==> src/nvs_defines.vh <==
// Purpose: Shared constants of the supervisor register bank
// Assumes: 40 MHz system clock, byte-wide register map
// Notes:   Operation list follows
//
// Operation
// Answer slave address 1010000b with select pin low, 1010001b with it high.
// Serve fast-mode 400kHz transfers and standard-mode timing alike.
// NV write cycle timer starts at the stop ending the write.
// Shadow-disable bit picks volatile or non-volatile behaviour of shadowed registers.
// Volatile mode updates only the working copy, no write time, no limit.
// Non-volatile mode commits writes to EEPROM for next power-up recall.
// Reset delay writes stay volatile when shadow-disable set; power-up recalls EEPROM.
// Supervisor reset timeout comes from the reset delay register.
// Delay select 00=125ms, 01=250ms, 10=500ms, 11=1000ms.
// Writing one to software reset request asserts the reset output.
// Software reset request clears itself when the timeout elapses.
// Config ready bit shows supply above power-on reset level.
// Config trip bit shows supply above trip level.
// Config reset status bit reads one while reset output is active.
// Reset output is active low open drain.
// Each I/O pin has input, open-collector pulldown and selectable pullup.
// Pin output state lives in shadowed storage, so NV sets power-on state.
// Pins stay released until supply above 2.0V, then last value recalled.
// Pins keep state until supply below 1.9V.
// Pullup enable register at F0h, one bit per pin.
// Per-pin pulldown control registers F4h to F7h.
// Read-only pin status register at F8h.
// User EEPROM 00h-3Fh unshadowed; every write starts a write cycle.
// Supply thresholds arrive as synchronous supply-good inputs.
`ifndef NVS_DEFINES_VH
`define NVS_DEFINES_VH

`define NVS_SLV_ADDR_BASE   6'h28
`define NVS_USER_LAST       8'h3F
`define NVS_PULLUP_EN       8'hF0
`define NVS_RST_DELAY       8'hF1
`define NVS_PIN3_PD         8'hF4
`define NVS_PIN0_PD         8'hF7
`define NVS_PIN_STATUS      8'hF8
`define NVS_CONFIG          8'hF9
`define NVS_SRAM_FIRST      8'hFA

`define NVS_CFG_SHADOW_DIS  0
`define NVS_CFG_SOFTWARE_RESET_REQUEST       1
`define NVS_CFG_RST_STAT    2
`define NVS_CFG_TRIP        3
`define NVS_CFG_READY       4

`define NVS_RST_DELAY_DFLT  8'h03
`define NVS_NV_SHADOW_BASE  7'h40
`define NVS_NV_RDLY_IDX     7'h41

`define NVS_CLK_KHZ         40000
`define NVS_T_RST_BASE_MS   125
`define NVS_T_WR_MS         10

`endif

==> src/nvs_io_regs.v <==
// Purpose: Serial-slave supervisor with four NV open-collector pins
// Assumes: Supply-good inputs already synchronous to sys_clk_i
// Notes:   SCL and SDA sampled by sys_clk_i, no second domain
`timescale 1ns/1ps
`include "nvs_defines.vh"
module nvs_io_regs #(
	parameter [26:0] RST_BASE_CYC = `NVS_T_RST_BASE_MS * `NVS_CLK_KHZ,
	parameter [26:0] WR_CYC       = `NVS_T_WR_MS * `NVS_CLK_KHZ
) (
	// Clock and reset
	input  wire       sys_clk_i,
	input  wire       nrst_i,
	// Serial bus
	input  wire       scl_i,
	input  wire       sda_i,
	output wire       sda_o,
	output wire       sda_oe_n_o,
	input  wire       addr_select_pin_i,
	// Supply-good levels
	input  wire       supply_por_ok_i,
	input  wire       supply_trip_level_ok_i,
	input  wire       supply_io_ok_i,
	// Supervisor reset pin
	output wire       sup_rst_n_o,
	output wire       sup_rst_n_oe_n_o,
	// Programmable pins
	input  wire [3:0] prog_io_pin_i,
	output wire [3:0] prog_io_pin_o,
	output wire [3:0] prog_io_pin_oe_n_o,
	output wire [3:0] prog_io_pullup_en_o
);
	localparam ST_IDLE  = 3'd0;
	localparam ST_ADDR  = 3'd1;
	localparam ST_ACKA  = 3'd2;
	localparam ST_WORD  = 3'd3;
	localparam ST_ACKW  = 3'd4;
	localparam ST_WDATA = 3'd5;
	localparam ST_ACKD  = 3'd6;
	localparam ST_RDATA = 3'd7;

	// Pin synchronisers
	reg  [1:0] scl_sync_reg;
	reg  [1:0] sda_sync_reg;
	reg  [1:0] addr_sync_reg;
	reg  [3:0] pin_meta_reg;
	reg  [3:0] pin_sync_reg;
	reg        scl_d_reg;
	reg        sda_d_reg;

	// Serial slave state
	reg  [2:0] st_reg;
	reg  [3:0] bit_reg;
	reg  [7:0] sh_reg;
	reg  [7:0] ptr_reg;
	reg        rw_reg;
	reg        sda_oe_n_reg;
	reg        nv_pend_reg;

	// Register bank state
	reg  [7:0] vol_reg [0:7];
	reg  [7:0] sram_reg [0:5];
	reg        shadow_dis_reg;
	reg        software_reset_request_reg;

	// Timers and recall
	reg  [26:0] rst_cnt_reg;
	reg         rst_run_reg;
	reg         trip_d_reg;
	reg  [26:0] wr_cnt_reg;
	reg         wr_busy_reg;
	reg         io_ok_d_reg;
	reg  [3:0]  rc_reg;
	reg         rc_busy_reg;

	// Memory port
	reg         mem_we;
	reg  [6:0]  mem_waddr;
	reg  [7:0]  mem_wdata;
	wire [6:0]  mem_raddr;
	wire [7:0]  mem_rdata;

	wire        scl_s = scl_sync_reg[1];
	wire        sda_s = sda_sync_reg[1];
	wire        scl_rise = scl_s & ~scl_d_reg;
	wire        scl_fall = ~scl_s & scl_d_reg;
	wire        bus_start = scl_s & scl_d_reg & sda_d_reg & ~sda_s;
	wire        bus_stop = scl_s & scl_d_reg & ~sda_d_reg & sda_s;
	wire [6:0]  my_addr = {`NVS_SLV_ADDR_BASE, addr_sync_reg[1]};
	wire        busy = wr_busy_reg | rc_busy_reg | ~supply_por_ok_i;
	wire        rst_active = ~supply_por_ok_i | ~supply_trip_level_ok_i | ~trip_d_reg | rst_run_reg;
	wire        pins_live = supply_io_ok_i & io_ok_d_reg & ~rc_busy_reg;    // No stale values before recall
	wire [26:0] rst_tgt = RST_BASE_CYC << vol_reg[1][1:0];
	wire [7:0]  cfg_val;
	reg  [7:0]  rd_val;
	integer     k;

	assign cfg_val = {3'b000, supply_por_ok_i, supply_trip_level_ok_i,
		rst_active, software_reset_request_reg, shadow_dis_reg};

	// Open drain: output held low, enable decides
	assign sda_o = 1'b0;
	assign sda_oe_n_o = sda_oe_n_reg;
	assign sup_rst_n_o = 1'b0;
	assign sup_rst_n_oe_n_o = ~rst_active;
	assign prog_io_pin_o = 4'h0;

	genvar g;
	generate
		for (g = 0; g < 4; g = g + 1)
		begin : g_pin
			// Pin 0 control sits at the highest offset
			assign prog_io_pin_oe_n_o[g] = ~(pins_live & vol_reg[7-g][0]);
			assign prog_io_pullup_en_o[g] = pins_live & vol_reg[0][g];
		end
	endgenerate

	assign mem_raddr = rc_busy_reg ? (`NVS_NV_SHADOW_BASE | {4'h0, rc_reg[2:0]})
		: {1'b0, ptr_reg[5:0]};

	// Read data selection
	always @*
	begin
		rd_val = 8'h00;
		if (ptr_reg <= `NVS_USER_LAST)
			rd_val = mem_rdata;
		else if (ptr_reg >= `NVS_PULLUP_EN && ptr_reg <= `NVS_PIN0_PD)
			rd_val = vol_reg[ptr_reg[2:0]];
		else if (ptr_reg == `NVS_PIN_STATUS)
			rd_val = {4'h0, pin_sync_reg};
		else if (ptr_reg == `NVS_CONFIG)
			rd_val = cfg_val;
		else if (ptr_reg >= `NVS_SRAM_FIRST)
			rd_val = sram_reg[ptr_reg[2:0] - 3'd2];
	end

	// Two flops on every pin; 40 MHz gives ample margin at 400 kHz
	always @(posedge sys_clk_i or negedge nrst_i)
	begin
		if (!nrst_i)
		begin
			scl_sync_reg  <= 2'b11;
			sda_sync_reg  <= 2'b11;
			addr_sync_reg <= 2'b00;
			pin_meta_reg  <= 4'h0;
			pin_sync_reg  <= 4'h0;
			scl_d_reg     <= 1'b1;
			sda_d_reg     <= 1'b1;
		end
		else
		begin
			scl_sync_reg  <= {scl_sync_reg[0], scl_i};
			sda_sync_reg  <= {sda_sync_reg[0], sda_i};
			addr_sync_reg <= {addr_sync_reg[0], addr_select_pin_i};
			pin_meta_reg  <= prog_io_pin_i;
			pin_sync_reg  <= pin_meta_reg;
			scl_d_reg     <= scl_s;
			sda_d_reg     <= sda_s;
		end
	end

	// Write side effects of a received data byte
	always @*
	begin
		mem_we = 1'b0;
		mem_waddr = {1'b0, ptr_reg[5:0]};
		mem_wdata = sh_reg;
		if (st_reg == ST_WDATA && scl_fall && bit_reg == 4'd8)
		begin
			if (ptr_reg <= `NVS_USER_LAST)
				mem_we = 1'b1;
			else if (ptr_reg >= `NVS_PULLUP_EN && ptr_reg <= `NVS_PIN0_PD && !shadow_dis_reg)
			begin
				mem_we = 1'b1;
				mem_waddr = `NVS_NV_SHADOW_BASE | {4'h0, ptr_reg[2:0]};
			end
		end
	end

	// Slave, register bank, timers
	always @(posedge sys_clk_i or negedge nrst_i)
	begin
		if (!nrst_i)
		begin
			st_reg         <= ST_IDLE;
			bit_reg        <= 4'h0;
			sh_reg         <= 8'h00;
			ptr_reg        <= 8'h00;
			rw_reg         <= 1'b0;
			sda_oe_n_reg   <= 1'b1;
			nv_pend_reg    <= 1'b0;
			shadow_dis_reg <= 1'b0;
			software_reset_request_reg      <= 1'b0;
			rst_cnt_reg    <= 27'h0;
			rst_run_reg    <= 1'b0;
			trip_d_reg     <= 1'b0;
			wr_cnt_reg     <= 27'h0;
			wr_busy_reg    <= 1'b0;
			io_ok_d_reg    <= 1'b0;
			rc_reg         <= 4'h0;
			rc_busy_reg    <= 1'b0;
			for (k = 0; k < 8; k = k + 1)
				vol_reg[k] <= (k == 1) ? `NVS_RST_DELAY_DFLT : 8'h00;
			for (k = 0; k < 6; k = k + 1)
				sram_reg[k] <= 8'h00;
		end
		else
		begin
			// Recall of shadow images when pins gain power
			io_ok_d_reg <= supply_io_ok_i;
			if (supply_io_ok_i && !io_ok_d_reg)
			begin
				rc_busy_reg <= 1'b1;
				rc_reg <= 4'h0;
			end
			else if (rc_busy_reg)
			begin
				rc_reg <= rc_reg + 4'h1;
				// Read data lags the address by one cycle
				if (rc_reg != 4'h0)
					vol_reg[rc_reg[2:0] - 3'd1] <= mem_rdata;
				if (rc_reg == 4'h8)
					rc_busy_reg <= 1'b0;
			end

			// EEPROM busy time counted from the stop
			if (wr_busy_reg)
			begin
				wr_cnt_reg <= wr_cnt_reg + 27'h1;
				if (wr_cnt_reg == WR_CYC - 27'h1)
					wr_busy_reg <= 1'b0;
			end

			// Supervisor timeout
			trip_d_reg <= supply_trip_level_ok_i;
			if (!supply_por_ok_i || !supply_trip_level_ok_i)
			begin
				rst_run_reg <= 1'b0;
				rst_cnt_reg <= 27'h0;
			end
			else if (!trip_d_reg)
			begin
				rst_run_reg <= 1'b1;
				rst_cnt_reg <= 27'h0;
			end
			else if (rst_run_reg)
			begin
				rst_cnt_reg <= rst_cnt_reg + 27'h1;
				if (rst_cnt_reg >= rst_tgt - 27'h1)
				begin
					rst_run_reg <= 1'b0;
					software_reset_request_reg <= 1'b0;
				end
			end

			// Serial slave
			if (bus_start)
			begin
				st_reg <= ST_ADDR;
				bit_reg <= 4'h0;
				sda_oe_n_reg <= 1'b1;
			end
			else if (bus_stop)
			begin
				st_reg <= ST_IDLE;
				sda_oe_n_reg <= 1'b1;
				nv_pend_reg <= 1'b0;
				if (nv_pend_reg)
				begin
					wr_busy_reg <= 1'b1;
					wr_cnt_reg <= 27'h0;
				end
			end
			else if (scl_rise && st_reg != ST_IDLE)
			begin
				bit_reg <= bit_reg + 4'h1;
				if (st_reg != ST_RDATA)
					sh_reg <= {sh_reg[6:0], sda_s};
				else if (bit_reg == 4'd8)
				begin
					// Master ack: next byte, nack: done
					if (sda_s)
						st_reg <= ST_IDLE;
					ptr_reg <= ptr_reg + 8'h01;
				end
			end
			else if (scl_fall)
			begin
				case (st_reg)
					ST_ADDR:
					if (bit_reg == 4'd8)
					begin
						if (sh_reg[7:1] == my_addr && !busy)
						begin
							sda_oe_n_reg <= 1'b0;
							rw_reg <= sh_reg[0];
							st_reg <= ST_ACKA;
						end
						else
							st_reg <= ST_IDLE;
					end
					ST_ACKA, ST_ACKW, ST_ACKD:
					begin
						bit_reg <= 4'h0;
						if (st_reg == ST_ACKA && rw_reg)
						begin
							sh_reg <= rd_val;
							sda_oe_n_reg <= rd_val[7];
							st_reg <= ST_RDATA;
						end
						else
						begin
							sda_oe_n_reg <= 1'b1;
							st_reg <= (st_reg == ST_ACKA) ? ST_WORD : ST_WDATA;
						end
					end
					ST_WORD:
					if (bit_reg == 4'd8)
					begin
						ptr_reg <= sh_reg;
						sda_oe_n_reg <= 1'b0;
						st_reg <= ST_ACKW;
					end
					ST_WDATA:
					if (bit_reg == 4'd8)
					begin
						sda_oe_n_reg <= 1'b0;
						st_reg <= ST_ACKD;
						ptr_reg <= ptr_reg + 8'h01;
						if (mem_we)
							nv_pend_reg <= 1'b1;
						if (ptr_reg >= `NVS_PULLUP_EN && ptr_reg <= `NVS_PIN0_PD)
							vol_reg[ptr_reg[2:0]] <= sh_reg;
						else if (ptr_reg == `NVS_CONFIG)
						begin
							shadow_dis_reg <= sh_reg[`NVS_CFG_SHADOW_DIS];
							// Set beats a same-cycle timeout clear
							if (sh_reg[`NVS_CFG_SOFTWARE_RESET_REQUEST])
							begin
								software_reset_request_reg <= 1'b1;
								rst_run_reg <= 1'b1;
								rst_cnt_reg <= 27'h0;
							end
						end
						else if (ptr_reg >= `NVS_SRAM_FIRST)
							sram_reg[ptr_reg[2:0] - 3'd2] <= sh_reg;
					end
					ST_RDATA:
					if (bit_reg == 4'd8)
						sda_oe_n_reg <= 1'b1;
					else if (bit_reg == 4'd9)
					begin
						bit_reg <= 4'h0;
						sh_reg <= rd_val;
						sda_oe_n_reg <= rd_val[7];
					end
					else
					begin
						sh_reg <= {sh_reg[6:0], 1'b0};
						sda_oe_n_reg <= sh_reg[6];
					end
					default:
						st_reg <= ST_IDLE;
				endcase
			end
		end
	end

	nvs_nv_store #(
		.AW       (7),
		.DEPTH    (72),
		.INIT_IDX (65),
		.INIT_VAL (`NVS_RST_DELAY_DFLT)
	) u_store (
		.clk_i   (sys_clk_i),
		.nrst_i  (nrst_i),
		.we_i    (mem_we),
		.waddr_i (mem_waddr),
		.wdata_i (mem_wdata),
		.raddr_i (mem_raddr),
		.rdata_o (mem_rdata)
	);
endmodule // nvs_io_regs

==> src/nvs_nv_store.v <==
// Purpose: Non-volatile byte store, user bytes and shadow images
// Assumes: One write port, one registered read port
// Notes:   Reset stands in for factory programming
`timescale 1ns/1ps
module nvs_nv_store #(
	parameter AW       = 7,
	parameter DEPTH    = 72,
	parameter INIT_IDX = 65,
	parameter [7:0] INIT_VAL = 8'h03
) (
	// Clock and reset
	input  wire          clk_i,
	input  wire          nrst_i,
	// Write port
	input  wire          we_i,
	input  wire [AW-1:0] waddr_i,
	input  wire [7:0]    wdata_i,
	// Read port
	input  wire [AW-1:0] raddr_i,
	output reg  [7:0]    rdata_o
);
	reg [7:0] mem_reg [0:DEPTH-1];
	integer   i;

	always @(posedge clk_i or negedge nrst_i)
	begin
		if (!nrst_i)
		begin
			for (i = 0; i < DEPTH; i = i + 1)
				mem_reg[i] <= (i == INIT_IDX) ? INIT_VAL : 8'h00;
			rdata_o <= 8'h00;
		end
		else
		begin
			if (we_i)
				mem_reg[waddr_i] <= wdata_i;
			rdata_o <= mem_reg[raddr_i];
		end
	end
endmodule // nvs_nv_store

==> config.mk <==
export PLATFORM = sky130hd
export DESIGN_NAME = nvs_io_regs
export DESIGN_NICKNAME = d
export VERILOG_FILES = /design/src/nvs_io_regs.v /design/src/nvs_nv_store.v
export VERILOG_INCLUDE_DIRS = /design/src /design/src/src
export SDC_FILE = /design/constraint.sdc
export NUM_CORES = 1
export LEC_CHECK = 0
export BUFFER_PORTS_ARGS = -buffer_cell sky130_fd_sc_hd__buf_4
export CORE_MARGIN = 10
export CORE_UTILIZATION = 40
export DETAILED_ROUTE_END_ITERATION = 7
export SYNTH_ARGS = -nofsm -noshare
export SYNTH_HDL_FRONTEND = slang
export SYNTH_SLANG_ARGS = --single-unit
==> constraint.sdc <==
create_clock -name sys_clk_i -period 3.6 [get_ports sys_clk_i]
set_input_delay 0.72 -clock sys_clk_i [delete_from_list [all_inputs] [get_ports sys_clk_i]]
set_output_delay 0.72 -clock sys_clk_i [all_outputs]
set_load 0.02 [all_outputs]
# --- Word-level counts from Yosys, hierarchy flattened ---
# Index checks and enable logic that the tools add are counted.
totals:
  regBits: 803
  inputBits: 12
  output_inout_bits: 16
  word_cells: 403
op_classes:
  addsub: 8
  order_cmp: 14
  eq_ne: 34
  n_shift: 1
  muxes: 146
  bitwise: 45
  reduce_logical: 44
op_table:
  columns: ["cell", "count"]
  rows:
  - ["$mux 64", 10]
  - ["$bwmux 576", 1]
  - ["$mux 27", 16]
  - ["$mux 8", 26]
  - ["$bwmux 64", 2]
  - ["$demux 8 s3", 3]
  - ["$bmux 8 s7", 1]
  - ["$demux 8 s7", 1]
  - ["$add 27x1->27 const B", 2]
  - ["$mux 1", 53]
  - ["$bmux 8 s3", 2]
  - ["$bwmux 48", 1]
  - ["$mux 3", 12]
  - ["$ge 8x8->1 const B", 4]
  - ["$mux 4", 8]
  - ["$ne 4x4->1 const B", 8]
  - ["$pmux 8 s2", 2]
  - ["$mux 7", 4]
  - ["$eq 27x19->1 const B", 1]
  - ["$ge 27x27->1", 1]
  - ["$shl 23x2->27 const A", 1]
  - ["$sub 27x1->27 const B", 1]
  - ["$not 1->1", 18]
  - ["$reduce_and 6->1", 3]
  - ["41 further kinds", 111]

# --- Longest topological paths before layout ---
depth:
  ltp_word: 18
  mapped_depth: 14
  mapped_depth_nobuf: 14

# --- Modules after synthesis ---
# From an unflattened synthesis, not the netlist that was laid out.
unflattened:
  hier_cells: 2910
  area_unflattened_um2: 38868.5
by_module_without_submodules:
  columns: ["mod", "instances", "cells_each", "area_each_um2", "seq_area_each_um2"]
  rows:
  - ["nvs_nv_store", 1, 1711, 26650.6, 14616.5]
  - ["nvs_io_regs", 1, 1199, 12218.0, 5491.5]

# --- Worst setup path before layout ---
# No wires, ideal clock.
synth_timing:
  path_type: "register to register"
  start: "register ptr_reg[2]"
  end: "register sram_reg[22] (netlist bit)"
  setup_time_ns: 0.125
  arrival_ns: 2.579
  t_required_ns: 3.475
  slack_ns: 0.897
  path_stages_with_launch: 11
  path_cell_list: "dfrtp_1 clkinv_1 clkbuf_1 ha_1 nand2b_1 a21oi_1 o21ai_1 nor2_1 nand3_1 buf_2 mux2_2"
synth_via:
  elab_chain_len: 7
  elab_cells_between_ends: 16
  cone_classes: "add/sub: 1; order compare: 5; eq/ne: 1; mux: 3; bitwise: 3; reduce/logical: 3"
synth_lines:
  columns: ["element", "line_no", "text"]
  rows:
  - ["start: declaration", "nvs_io_regs.v:54", "reg [7:0] ptr_reg;"]
  - ["start signal: assignment", "nvs_io_regs.v:283", "ptr_reg <= ptr_reg + 8'h01;"]
  - ["start signal: assignment", "nvs_io_regs.v:319", "ptr_reg <= sh_reg;"]
  - ["start signal: assignment", "nvs_io_regs.v:328", "ptr_reg <= ptr_reg + 8'h01;"]
  - ["$sub 3x2->3", "nvs_io_regs.v:345", "sram_reg[ptr_reg[2:0] - 3'd2] <= sh_reg;"]
  - ["$not 3->4 (implied by the code)", "nvs_io_regs.v:345", null]
  - ["$ge 4x4->1 (implied by the code) / $lt 4x1->1 (equally long branches)", "nvs_io_regs.v:345", null]
  - ["$logic_and 1x1->1 (implied by the code)", "nvs_io_regs.v:345", null]
  - ["$mux 8 (implied by the code)", "nvs_io_regs.v:345", null]
  - ["$demux 8 s3", "nvs_io_regs.v:345", null]
  - ["$bwmux 48", "nvs_io_regs.v:345", null]
  - ["end signal: indexed assignment", "nvs_io_regs.v:345", null]
  - ["end: declaration", "nvs_io_regs.v:61", "reg [7:0] sram_reg [0:5];"]
# Parallel ways exist; a longest one is shown, timed or not.
# A chain may end at the register's enable or synchronous reset.

# --- Final worst setup path ---
layout_timing:
  start: "register bit_reg[0]"
  end: "register u_store.mem_reg[135] (netlist bit)"
layout_via:
  elab_chain_len: 9
  elab_cells_between_ends: 11
  cone_classes: "order compare: 2; eq/ne: 1; mux: 5; bitwise: 1; reduce/logical: 2"
layout_lines:
  columns: ["element", "line_no", "text"]
  rows:
  - ["start: declaration", "nvs_io_regs.v:52", "reg [3:0] bit_reg;"]
  - ["start signal: assignment", "nvs_io_regs.v:275", "bit_reg <= bit_reg + 4'h1;"]
  - ["$eq 4x4->1 (*)", "nvs_io_regs.v:167", "if (st_reg == ST_WDATA && scl_fall && bit_reg == 4'd8)"]
  - ["$logic_and 1x1->1 (*)", "nvs_io_regs.v:167", null]
  - ["$mux 7", "nvs_io_regs.v:167", null]
  - ["$not 7->8 (implied by the code)", "nvs_nv_store.v:36", "mem_reg[waddr_i] <= wdata_i;"]
  - ["$ge 8x8->1 (implied by the code) / $lt 8x1->1 (equally long branches)", "nvs_nv_store.v:36", null]
  - ["$logic_and 1x1->1 (implied by the code)", "nvs_nv_store.v:36", null]
  - ["$mux 8 (implied by the code)", "nvs_nv_store.v:36", null]
  - ["$demux 8 s7", "nvs_nv_store.v:36", null]
  - ["$bwmux 576", "nvs_nv_store.v:36", null]
  - ["end signal: indexed assignment", "nvs_nv_store.v:30", "mem_reg[i] <= (i == INIT_IDX) ? INIT_VAL : 8'h00;"]
  - ["end signal: indexed assignment", "nvs_nv_store.v:36", null]
  - ["end: declaration", "nvs_nv_store.v:22", "reg [7:0] mem_reg [0:DEPTH-1];"]
# Every way passes the cells marked *; elsewhere a longest branch is shown, timed or not.

==> impl_metrics.yaml <==
status:
  outcome: "complete, no violations"
clock_network:
  cts_resized: 0
  clkLatencyLatePin_ns: 0.67
  cts_tree: "yes"
  cts_buffers: 89
  hold_buffers: 0
  clockBufferDepth: 3
  postCtsSetupBuffers: 0
  htreeDepth: 3
  root_buffer: "clkbuf_16"
  cts_sinks: 803
  path_clk_slew_ns: 0.06
pwr:
  ir_worst_vdd_mv: 0.5723
  power.density_nw_per_um2: 666.6
  switching_share_pct: 38.96
  p_switching_mw: 11.44
  internal_power_mw: 17.93
  seqPwrFrac_pct: 36.1
  p_leak_nw: 20.61
  clockPowerShare_pct: 31.3
  pwr-share-comb_pct: 32.6
timing:
  tns_ns: 0
  rsz0062_at_grt: "false"
  finalHoldViolations: 0
  skew_ns: 0.04510
  post-route-period-util_pct: 89.08
  drv_slew: 0
  relSlewSlack_pct: 25.88
  finalCriticalPeriod_ns: 3.207
  fmax_mhz: 311.8
  setup_viol: 0
  layout_setup_ws_ns: 0.3933
  tightest_slew_ns: 1.108
placed_design:
  pre_cts_ws_ns: 0.4323
  portBuffers: 21
  post-dp-hpwl_um: 71840
  gp_congestion: 0.9156
grt:
  grt_first_pass_wirelength_um: 171300
  grt_use_total_pct: 19.65
  antenna_found_initial: 0
  overflow: 0
  grt_pass1_vias: 27010
  grt_max_degree: 85
drt:
  first_pass_iters: 7
  finalWirelength_um: 110500
  ant_nets: 0
  wire_per_inst_um: 23.29
  drt_iter0_markers: 2178
  drc: 0
  via_count: 26890
  vias_per_cell: 5.669
setup_path:
  critPathMaxFanout: 9
  reg2regPathDepth: 8
  cp.arrival_ns: 3.76
  r2r_end: "u_store.mem_reg[135]$_DFFE_PN0P_"
  criticalPathCategory: "reg -> reg"
  start_kind: "flop"
  rr_startpoint: "bit_reg[0]$_DFFE_PN0P_"
  regToRegSetupSlack_ns: 0.39
  required_ns: 4.15
  cp-end-kind: "flop"
yosys:
  synth_edf_count: 0
  avgSynthCellArea_sq_um: 11.55
  synth_largest_area_cell: "dfrtp_1"
  yosysTopAreaCellShare_pct: 50.73
  ys_ff_latch: 803
  synth_flop_cell: "dfrtp_1"
  yosysSeqAreaShare_pct: 51.47
  synth_area_sq_um: 39070
  ys_warn_count: 0
  synth_area_leaders: "dfrtp_1 51%, mux2_2 18%, nand2_1 4.7%, mux4_2 4.2%, mux2i_1 2.5%"
  synthArstFlopShare_pct: 100.0
  synth_cell_types: 75
  synth_cells: 3383
final_layout:
  mostFrequentLayoutCell: "dfrtp_1"
  multi_input_area_sq_um: 17970
  num_antenna_cells: 0
  final_cell_mix: "781 x dfrtp_1, 608 x mux2_2, 494 x nand2_1, 155 x nor2_1, 152 x nand3_1"
  drive_gt1_share_pct: 31.26
  largest_reg_flops: 576
  area_growth_pct: 12.78
  fill_cells: 8883
  seqCellArea_sq_um: 20140
  nets: 3451
run:
  maxCapViolCount: 0
die:
  die_y_um: 332.5
  rows: 114
  die_w_um: 332.5
  die_area_sq_um: 110600
  ios: 28
  start_util_pct: 40.34
  design.core.area_sq_um: 96850
worst_hold_path:
  hold_class: "in -> async"
## metrics by stage
stage	hold WS (ns)	instances	total power [mW]	instance area (sq um)	utilization, %
global placement	0.3333	4582	20.21	41120	42.46
finish	0.1386	4744	29.37	44070	45.50
global route	0.1351	4744	30.65	44070	45.50
floorplan	0.3312	3388	16.14	39090	-
detailed placement	0.3465	4582	20.23	41120	42.46
CTS	0.1105	4744	29.47	44070	45.50
## Yosys cell counts, types with 10 or more instances
library cell / number
and2_1: 10
nor2b_1: 13
nor2_1: 155
clkbuf_1: 136
o21ai_0: 95
nand3_1: 152
a32oi_1: 10
mux2_2: 609
xor2_1: 37
a31oi_1: 28
a21oi_1: 109
buf_4: 10
a21o_1: 11
nand2_1: 494
nand2_2: 57
dfrtp_1: 792
mux4_2: 73
mux2i_1: 98
nor3_1: 37
nand4_1: 38
inv_1: 27
o22ai_1: 14
dfstp_2: 11
a311oi_1: 24
and3_1: 49
xnor2_1: 18
buf_2: 43
nand2b_1: 12
nor2_2: 16
ha_1: 42
buf_1: 29
## cell families after synthesis
family,Yosys count,synth area share (%)
AOI/OAI and AO/OA,356,5.630
xor gates and xnor gates,55,1.233
adders and majority gates,42,1.345
buffers and inverters,254,2.789
DFF,803,51.47
muxes,788,24.52
other,1,0.009598
and+or+nand+nor,1084,13.01
## worst max-delay path: stages (launching register included)
cell	delay, ns
dfrtp_1	0.42
inv_1	0.07
ha_1	0.22
and3b_1	0.29
nand4_2	0.25
or3_1	0.50
nand4_4	0.36
nor3_4	0.57
mux2_2	0.40
## layer usage
layer	track usage, %	vias up	wire length (um)
met5	0.5640	-	84
met4	6.891	2	3609
met3	4.181	216	7010
met2	30.88	754	50830
met1	26.62	13870	48960
li1	-	12060	-
## how the worst max path moves through the flow
stage | from | endpoint | slack [ns]
2_1_floorplan | ptr_reg[2]$_DFFE_PN0P_ | sram_reg[22]$_DFFE_PN0P_ | 0.90
3_3_place_gp | bit_reg[0]$_DFFE_PN0P_ | u_store.mem_reg[149]$_DFFE_PN0P_ | 0.46
3_5_place_dp | bit_reg[0]$_DFFE_PN0P_ | u_store.mem_reg[135]$_DFFE_PN0P_ | 0.43
4_1_cts | bit_reg[0]$_DFFE_PN0P_ | u_store.mem_reg[135]$_DFFE_PN0P_ | 0.42
5_1_grt | bit_reg[0]$_DFFE_PN0P_ | u_store.mem_reg[429]$_DFFE_PN0P_ | 0.21
6_report | bit_reg[0]$_DFFE_PN0P_ | u_store.mem_reg[135]$_DFFE_PN0P_ | 0.39
## cell type report
cell class              count  share of cell area [%]
inverters                  30                  0.2555
clock inverters            27                  0.6956
well taps                1276                   3.623
clock buffers             135                   5.994
multi-input cells        2331                   40.78
flip-flops and latches    803                   45.71
repair buffers            142                   2.947
## power by group through the flow
| stage | clock (mW) | sequential (mW) | combinational (mW) |
|---|---|---|---|
| 2_1_floorplan | 0 | 9.93 | 6.20 |
| 3_3_place_gp | 0 | 10.8 | 9.46 |
| 3_5_place_dp | 0 | 10.8 | 9.47 |
| 4_1_cts | 9.39 | 10.6 | 9.49 |
| 5_1_grt | 9.75 | 10.7 | 10.2 |
| 6_report | 9.20 | 10.6 | 9.57 |
(Power assumes the default switching activity.)
